### src/edge_latch_cfg.svh
// Constants for the rising edge input latch.
`ifndef EDGE_LATCH_CFG_SVH
`define EDGE_LATCH_CFG_SVH
`define NARROW_INPUTS   14
`define WIDE_INPUTS     21
`define NARROW_MAX      32'h0000_3FFF
`define WIDE_MAX        32'h001F_FFFF
`define LATCH_RESET     21'h00_0000
`define INDEX_WIDTH     5
`endif

### src/edge_latch_pkg.sv
// Types for the rising edge input latch.
package edge_latch_pkg;
    typedef enum logic [1:0] {
        ACC_BIT  = 2'h1,
        ACC_WORD = 2'h2
    } access_scope_t;
endpackage

### src/rising_edge_input_latch.sv
// Rising edge input latch with bitwise and whole-word command access.
// Notes on behaviour
// [RQ1] A low to high input change sets its bit until cleared.
// [RQ2] Single-bit read returns one bit: edge seen since last read.
// [RQ3] Word read returns all bits, input 1 at bit zero.
// [RQ4] Reading an input's bit clears that latch afterwards.
// [RQ5] Writing zero clears a latch, writing one leaves it unchanged.
// [RQ6] Width is 14 or 21 inputs, word values up to 3FFF or 1FFFFF.
// [RQ7] Inputs synchronised, latches clear at reset, new edge beats a clear.
`timescale 1ns/1ps
`include "edge_latch_cfg.svh"

module rising_edge_input_latch
    import edge_latch_pkg::*;
#(
    parameter int INPUTS = `WIDE_INPUTS
) (
    // Clock and reset.
    input  wire logic                      mclk,
    input  wire logic                      rst_n,
    // Field inputs.
    input  wire logic [INPUTS-1:0]         field_in,
    // Command port.
    input  wire logic                      cmd_valid,
    input  wire logic                      cmd_write,
    input  wire access_scope_t             cmd_scope,
    input  wire logic [`INDEX_WIDTH-1:0]   cmd_index,
    input  wire logic [INPUTS-1:0]         cmd_wdata,
    // Read answer.
    output logic                           rsp_valid,
    output logic [INPUTS-1:0]              rsp_data
);

    logic               rst_s1_q;
    logic               rst_s2_q;
    logic [INPUTS-1:0]  sync1_q;
    logic [INPUTS-1:0]  sync2_q;
    logic [INPUTS-1:0]  prev_q;
    logic [INPUTS-1:0]  rising_edge_latch_q;
    logic [INPUTS-1:0]  rising_edge_latch_d;
    logic               rsp_valid_q;
    logic [INPUTS-1:0]  rsp_data_q;

    wire                rst_int_n = rst_s2_q;
    wire [INPUTS-1:0]   edges;
    wire                index_ok;
    wire                word_acc;
    wire                bit_acc;
    wire [INPUTS-1:0]   bit_sel;
    wire [INPUTS-1:0]   clear_mask;
    wire                do_read;
    wire                do_write;
    wire [INPUTS-1:0]   read_word;

    // One-hot select of input number 1..INPUTS, zero when out of range.
    function automatic logic [INPUTS-1:0] onehot(input logic [`INDEX_WIDTH-1:0] idx);
        logic [INPUTS-1:0] r;
        r = '0;
        for (int i = 0; i < INPUTS; i++) begin
            if (idx == (`INDEX_WIDTH)'(i + 1)) begin
                r[i] = 1'b1;
            end
        end
        return r;
    endfunction

    assign bit_sel  = onehot(cmd_index);
    assign index_ok = |bit_sel;
    assign word_acc = cmd_scope == ACC_WORD;
    assign bit_acc  = cmd_scope == ACC_BIT && index_ok;
    assign do_read  = cmd_valid && !cmd_write && (word_acc || bit_acc);
    assign do_write = cmd_valid && cmd_write && (word_acc || bit_acc);
    // [RQ7] Edge on synchronised samples.
    assign edges    = sync2_q & ~prev_q;

    // [RQ4] Read clears returned bits.
    // [RQ5] Zero bits clear.
    assign clear_mask =
        do_read  ? ((cmd_scope == ACC_WORD) ? {INPUTS{1'b1}} : bit_sel) :
        do_write ? ((cmd_scope == ACC_WORD) ? ~cmd_wdata :
                    (cmd_wdata[0] ? '0 : bit_sel)) : '0;

    // [RQ2] Single bit returned in bit zero.
    // [RQ3] Whole word, input 1 at LSB.
    assign read_word = (cmd_scope == ACC_WORD) ? rising_edge_latch_q :
        {{(INPUTS-1){1'b0}}, |(rising_edge_latch_q & bit_sel)};

    // [RQ1] Sticky set, set beats clear.
    assign rising_edge_latch_d = (rising_edge_latch_q & ~clear_mask) | edges;

    always_ff @(posedge mclk or negedge rst_n) begin
        if (!rst_n) begin
            rst_s1_q <= 1'b0;
            rst_s2_q <= 1'b0;
        end else begin
            rst_s1_q <= 1'b1;
            rst_s2_q <= rst_s1_q;
        end
    end

    // [RQ7] Two-stage input synchroniser.
    always_ff @(posedge mclk or negedge rst_int_n) begin
        if (!rst_int_n) begin
            sync1_q <= '0;
            sync2_q <= '0;
            prev_q  <= '0;
        end else begin
            sync1_q <= field_in;
            sync2_q <= sync1_q;
            prev_q  <= sync2_q;
        end
    end

    // [RQ7] Latches clear at reset.
    always_ff @(posedge mclk or negedge rst_int_n) begin
        if (!rst_int_n) begin
            rising_edge_latch_q <= INPUTS'(`LATCH_RESET);
            rsp_valid_q         <= 1'b0;
            rsp_data_q          <= '0;
        end else begin
            rising_edge_latch_q <= rising_edge_latch_d;
            rsp_valid_q         <= do_read;
            if (do_read) begin
                rsp_data_q <= read_word;
            end
        end
    end

    assign rsp_valid = rsp_valid_q;
    assign rsp_data  = rsp_data_q;

    // [RQ6] Width is one of the two documented variants.
    initial begin
        assert (INPUTS == `NARROW_INPUTS || INPUTS == `WIDE_INPUTS)
            else $error("Input count must be 14 or 21.");
    end
endmodule

### config.mk
export PLATFORM = sky130hd
export DESIGN_NAME = rising_edge_input_latch
export DESIGN_NICKNAME = d
export VERILOG_FILES = /design/src/edge_latch_pkg.sv /design/src/rising_edge_input_latch.sv
export VERILOG_INCLUDE_DIRS = /design/src
export SDC_FILE = /design/constraint.sdc
export NUM_CORES = 1
export LEC_CHECK = 0
export CORE_MARGIN = 5
export CORE_UTILIZATION = 36
export CTS_CLUSTER_DIAMETER = 80
export DETAILED_ROUTE_END_ITERATION = 12
export DONT_BUFFER_PORTS = 1
export GPL_TIMING_DRIVEN = 0
export PLACE_DENSITY = 0.53
export SYNTH_ARGS = -nofsm -noshare
export SYNTH_HDL_FRONTEND = slang
export SYNTH_SLANG_ARGS = --single-unit
### constraint.sdc
create_clock -name mclk -period 6.9 [get_ports mclk]
set_input_delay 0 -clock mclk [delete_from_list [all_inputs] [get_ports mclk]]
set_output_delay 0 -clock mclk [all_outputs]
set_load 0.05 [all_outputs]
==> out/qor.yml, run 1 <==
sta:
  period_share: 0.256
  slew_violations: 0
  fin_skew_ns: 0.0109
  max_freq_mhz: 566
  slew-limit-headroom: 0.567
  rsz0062_at_grt: "false"
  min_period_ns: 1.77
  tns_ns: 0
  tightest_slew_ns: 0.650
  setup_violations: 0
  hold_viol: 0
clock_tree:
  ctsRootBufferMaster: "clkbuf_16"
  cts_buffers: 9
  cts_tree: "done"
  clkSinkCount: 108
  clk_latency_ns: 0.36
  post_cts_buffers: 0
  cts_resized: 0
  cts.htree.levels: 3
  clock_path_buffers: 2
  clkTransAtPathRegs_ns: 0.06
  cts_hold_buffers: 48
layout:
  multi_input_area_um2: 1290
  fillers: 1063
  drive_gt1_frac: 0.0960
  fin_cells: 570
  antennaDiodeCount: 0
  seq_area_um2: 2710
  area_delta_synth_final_pct: 25.2
  nets: 475
global_route:
  grt_usage: 0.157
  grt-ovfl-total: 0
  grt_start_max_net_pins: 58
  grt_pass1_vias: 3186
  grt_antenna_before_repair: 0
  grt_pass1_wl_um: 17300
place:
  io_buffers: 0
  numPlacedInstances: 506
  place_congestion: 0.867
  dp_hpwl_um: 7490
power_and_ir_drop:
  pwr-share-clk: 0.400
  p_int_uw: 1140
  seqPwrFrac: 0.521
  ir_worst_vdd_uv: 237
  switching_share: 0.267
  power_frac_comb: 0.080
  powerDensity_nw_per_um2: 295
  p_sw_uw: 414
  p_leak_uw: 0.00229
drt:
  dr.pass1.iters: 4
  num_vias: 2929
  drt_iter0_markers: 156
  ant_nets: 0
  route.detailed.drc: 0
  wirelength_um: 10400
  detail_route.vias_per_cell: 5.14
  routedWlPerCell_um: 18.2
logic_synthesis:
  synth_edf_count: 0
  async_reset_ff_frac: 1.00
  postSynthCellCount: 362
  synth.top_cell.area_share: 0.643
  yosysMostFrequentCell: "dfrtp_1"
  synthFlopType: "dfrtp_1"
  yosysTopAreaCell: "dfrtp_1"
  seq_area_frac_synth: 0.643
  synth-seq-cells: 108
  avgSynthCellArea_um2: 11.6
  synth_area_um2: 4200
  yosysWarningCount: 0
  synthDistinctLibCells: 45
  synth_area_leaders: "dfrtp_1 64%, nand2_1 5.7%, o221ai_1 3.1%"
  synth_commonest_cells: "108 x dfrtp_1, 64 x nand2_1, 23 x inv_1"
  synth_fp_nets: 415
critical_path:
  cp_max_fo: 10
  criticalPathCategory: "in2reg"
  start_kind: "input pin"
  arrival_ns: 2.00
  cp.required_ns: 7.13
  rrSetupSlack_ns: 5.19
  crit_path_end_kind: "flip-flop"
floorplan:
  die_w_um: 118
  io_pins: 75
  dieArea_um2: 13900
  die_h_um: 118
  core_um2: 11400
  start_util: 0.368
  rows: 39
run:
  cap_violations: 0
run_status:
  run_status: "finished clean"
worst_hold_path:
  min-delay-path-class: "in2reg"
==> layout by cell type, fill, tap and decap left out, types with 2 or more instances in the layout <==
cell type / count
dlygate4sd3_1: 48
o311ai_1: 3
nand3b_1: 3
buf_6: 2
mux2i_1: 2
a211oi_1: 12
buf_2: 7
dfrtp_1: 107
inv_1: 23
o221ai_1: 15
o21ai_0: 5
nand2_1: 64
or3b_1: 2
o21ai_1: 4
clkbuf_1: 17
a31oi_1: 3
nand3_1: 22
o211ai_1: 12
nand4_1: 3
nor3_1: 3
nand2b_1: 6
nor2_1: 4
a32oi_1: 3
o31ai_1: 4
o311ai_0: 4
a211oi_2: 7
mux2_2: 3
nor2b_1: 5
clkbuf_16: 9
bufinv_16: 4
==> sequential cells by signal, summed over array words and instances (netlist names) <==
name	count
rising_edge_latch_q	21
rst_s1_q	1
rsp_data	21
prev_q	21
sync2_q	21
rsp_valid	1
rst_int_n	1
sync1_q	21
==> path summary, 6_finish.rpt <==
kind	endpoint	startpoint	cells after the start
setup / recovery	rising_edge_latch_q[17]$_DFF_PN0_	cmd_index[1]	8
min in group asynchronous	sync1_q[8]$_DFF_PN0_	rst_int_n$_DFF_PN0_	0
setup reg to reg	rsp_data[0]$_DFFE_PN0N_	rising_edge_latch_q[11]$_DFF_PN0_	5
hold / removal	rising_edge_latch_q[16]$_DFF_PN0_	cmd_index[3]	4
hold reg to reg	sync2_q[18]$_DFF_PN0_	sync1_q[18]$_DFF_PN0_	0
max in group asynchronous	rsp_data[16]$_DFFE_PN0N_	rst_int_n$_DFF_PN0_	1
==> cell families after synthesis <==
kind of cell / after synthesis / share of synthesized area
buffers and inverters: 49 / 0.0494
AO/OA/AOI/OAI: 80 / 0.161
flip-flops: 108 / 0.643
multiplexers: 5 / 0.0128
AND/OR/NAND/NOR: 119 / 0.133
other: 1 / 0.000893
==> through the flow <==
step	hold WS, ns	util	worst slack (ns)	cell area [µm²]	power [µW]
floorplan	-0.296	-	3.67	4200	884
global placement	-0.296	0.384	2.49	4380	918
detailed placement	-0.296	0.386	5.19	4410	923
CTS	0.00253	0.461	5.15	5260	1570
global route	0.0388	0.461	4.99	5260	1620
finish	0.00882	0.461	5.13	5260	1550
==> routing by layer <==
metal  vias up  track usage  share of wire
met5         -            0              0
met4         0       0.0502          0.013
met3        11       0.0562          0.069
met2        90        0.239           0.46
met1      1423        0.210           0.45
li1       1405            -              -
==> layout make-up <==
class                   instances  share of cell area
multi-input cells             205               0.246
clock inverters                 4              0.0228
inverters                      24              0.0171
plain buffers                  25              0.0224
clock buffers                  12              0.0469
flip-flops and latches        108               0.515
well taps                     143              0.0340
repair buffers                 49              0.0966
==> worst max-delay path, cell delays in order <==
cell	delay, ns
buf_2	0.16
a21o_1	0.20
a221oi_4	0.37
a21oi_4	0.17
buf_6	0.19
a211oi_2	0.19
o221ai_1	0.14
dlygate4sd3_1	0.58
==> power groups by stage <==
| stage | clock network [µW] | logic (µW) | registers [µW] |
|---|---|---|---|
| finish | 620 | 123 | 807 |
| global route | 660 | 140 | 816 |
| CTS | 635 | 125 | 810 |
| detailed placement | 0 | 101 | 822 |
| global placement | 0 | 91.2 | 827 |
| floorplan | 0 | 72.0 | 812 |
Power figures use the tool's default switching activity.
==> run 2, diff against run 1 <==
PLACE_DENSITY = 0.55   (was 0.53)
clock period = 1.6 ns   (was 6.9 ns; I/O delays follow)
==> out/qor.yml, run 2 (synthesis gave the netlist of run 1 again) <==
run_status:
  run_status: "finished clean"  # unchanged
sta:
  tightest_slew_ns: 0.745  # was 0.650 ns
  tns_ns: 0  # unchanged
  hold_viol: 0  # unchanged
  rsz0062_at_grt: "true"  # was false
  slew-limit-headroom: 0.503  # was 0.567
  min_period_ns: 1.56
  holdWs_ns: 0.0742  # was 0.00882 ns
  fin_skew_ns: 0.00703  # was 0.0109 ns
  max_freq_mhz: 639
  setup_violations: 0  # unchanged
  slew_violations: 0  # unchanged
  period_share: 0.978
layout:
  layout_commonest_cell: "dfrtp_1"  # unchanged
  final_cell_mix: "106 x dfrtp_1, 64 x nand2_1, 49 x dlygate4sd3_1"  # was 107 x dfrtp_1, 64 x nand2_1, 48 x dlygate4sd3_1
  antennaDiodeCount: 0  # unchanged
  drive_gt1_frac: 0.111  # was 0.0960
  nets: 480  # was 475
  area_delta_synth_final_pct: 24.8  # was 25.2%
  design_area_um2: 5240  # was 5260 µm²
  fin_cells: 575  # was 570
power_and_ir_drop:
  powerDensity_nw_per_um2: 1190  # was 295 nW/µm²
  p_int_uw: 4470  # was 1140 µW
  pwr-share-clk: 0.356  # was 0.400
  ir_worst_vdd_uv: 793  # was 237 µV
  power_frac_comb: 0.087  # was 0.080
  seqPwrFrac: 0.557  # was 0.521
  p_sw_uw: 1780  # was 414 µW
  p_leak_uw: 0.00228  # was 0.00229 µW
  switching_share: 0.285  # was 0.267
floorplan:
  dieArea_um2: 13900  # unchanged
  core_um2: 11400  # unchanged
  die_w_um: 118  # unchanged
  start_util: 0.368  # unchanged
  io_pins: 75  # unchanged
  die_h_um: 118  # unchanged
  rows: 39  # unchanged
global_route:
  grt-ovfl-total: 0  # unchanged
  grt_pass1_wl_um: 17800  # was 17300 µm
  grt_pass1_vias: 3238  # was 3186
  grt_usage: 0.162  # was 0.157
  grt_antenna_before_repair: 0  # unchanged
  grt_start_max_net_pins: 107  # was 58
place:
  place_congestion: 0.860  # was 0.867
  dp_hpwl_um: 7370  # was 7490 µm
  numPlacedInstances: 505  # was 506
  io_buffers: 0  # unchanged
  placed_cell_area_um2: 4380  # was 4410 µm²
critical_path:
  crit_path_end_kind: "flip-flop"  # unchanged
  path_cells: "mux2_2, a2bb2oi_1, o221ai_1, nor4_2, o31ai_1"  # was buf_2, a21o_1, a221oi_4, a21oi_4, buf_6, a211oi_2, o221ai_1, dlygate4sd3_1
  slowest_stage: "dfrtp_2"  # was dlygate4sd3_1
  criticalPathCategory: "reg2reg"  # was in2reg
  rrSetupSlack_ns: 0.04  # was 5.19 ns
  rr_endpoint: "rsp_data[0]$_DFFE_PN0N_"  # unchanged
  reg2regPathDepth: 5  # unchanged
  r2r-start: "rising_edge_latch_q[20]$_DFF_PN0_"  # was rising_edge_latch_q[11]$_DFF_PN0_
  cp_max_fo: 4  # was 10
  arrival_ns: 1.79  # was 2.00 ns
  cp.required_ns: 1.83  # was 7.13 ns
  start_kind: "flip-flop"  # was input pin
  cpPeakStageDelay_ns: 0.45  # was 0.58 ns
drt:
  drt_iter0_markers: 187  # was 156
  ant_nets: 0  # unchanged
  dr.pass1.iters: 4  # unchanged
  num_vias: 2988  # was 2929
  detail_route.vias_per_cell: 5.20  # was 5.14
  routedWlPerCell_um: 18.6  # was 18.2 µm
  route.detailed.drc: 0  # unchanged
  wirelength_um: 10700  # was 10400 µm
run:
  cap_violations: 0  # unchanged
worst_hold_path:
  holdPathEnd: "rising_edge_latch_q[20]$_DFF_PN0_"  # was rising_edge_latch_q[16]$_DFF_PN0_
  min-delay-start: "cmd_scope[1]"  # was cmd_index[3]
  holdPathStages: 3  # was 4
  min-delay-path-class: "in2reg"  # unchanged
clock_tree:
  clk_latency_ns: 0.35  # was 0.36 ns
  cts_buffers: 9  # unchanged
  clkTransAtPathRegs_ns: 0.07  # was 0.06 ns
  cts_tree: "done"  # unchanged
  ctsRootBufferMaster: "clkbuf_16"  # unchanged
  cts.htree.levels: 3  # unchanged
  clkSinkCount: 108  # unchanged
  clock_path_buffers: 2  # unchanged
==> run 2: how the worst max path moves through the flow <==
stage | start | end | slack, ns | cells after the start
floorplan | rising_edge_latch_q[3]$_DFF_PN0_ | rsp_data[0]$_DFFE_PN0N_ | 0.07 | 5
global placement | cmd_index[1] | rsp_data[9]$_DFFE_PN0N_ | -0.11 | 7
detailed placement | rising_edge_latch_q[3]$_DFF_PN0_ | rsp_data[0]$_DFFE_PN0N_ | -0.12 | 5
CTS | rst_int_n$_DFF_PN0_ | prev_q[19]$_DFF_PN0_ | 0.007 | 0
global route | rising_edge_latch_q[8]$_DFF_PN0_ | rsp_data[0]$_DFFE_PN0N_ | -0.03 | 5
finish | rising_edge_latch_q[20]$_DFF_PN0_ | rsp_data[0]$_DFFE_PN0N_ | 0.04 | 5
==> run 2: critical path: cells and delay by family, from the launching register on <==
kind | cells | cell delay, ns
AOI/OAI and AO/OA | 3 | 0.43
muxes | 1 | 0.27
and+or+nand+nor | 1 | 0.29
DFF | 1 | 0.45
==> run 2: routing by layer <==
metal  vias up  global-route usage  routed length (µm)
met5         -                   0                   0
met4         0              0.0616                 252
met1      1465               0.220                4800
met3        18              0.0572                 828
met2       100               0.240                4850
li1       1405                   -                   -
==> run 2: what timing repair did <==
item	CTS	global route
endpoints found under the setup margin	1	1
setup buffers	2	2
endpoints found under the hold margin	44	0
resized for setup	1	1
hold buffers	49	0
pin swaps	1	0
==> run 2: cell type report <==
| class | instances | area, µm² |
|---|---|---|
| Clock inverter | 4 | 47.5 |
| Fill cell | 1062 | 6170 |
| Buffer | 25 | 118 |
| Multi-Input combinational cell | 205 | 1300 |
| Inverter | 24 | 90.1 |
| Tap cell | 143 | 179 |
| Sequential cell | 108 | 2710 |
| Timing Repair Buffer | 54 | 548 |
| Clock buffer | 12 | 256 |
==> run 2: power groups by stage <==
stage | sequential [µW] | clock [µW] | combinational, µW
after floorplan | 3500 | 0 | 310
after global placement | 3560 | 0 | 398
after detailed placement | 3570 | 0 | 402
after CTS | 3510 | 2310 | 517
after global routing | 3520 | 2410 | 620
final | 3480 | 2220 | 546
==> run 2: metrics by stage <==
stage	worst slack, ns	total power (µW)	utilization
floorplan	0.0651	3810	-
global placement	-0.110	3960	0.384
detailed placement	-0.122	3970	0.384
CTS	0.00666	6340	0.455
global route	-0.0253	6550	0.459
finish	0.0360	6250	0.459
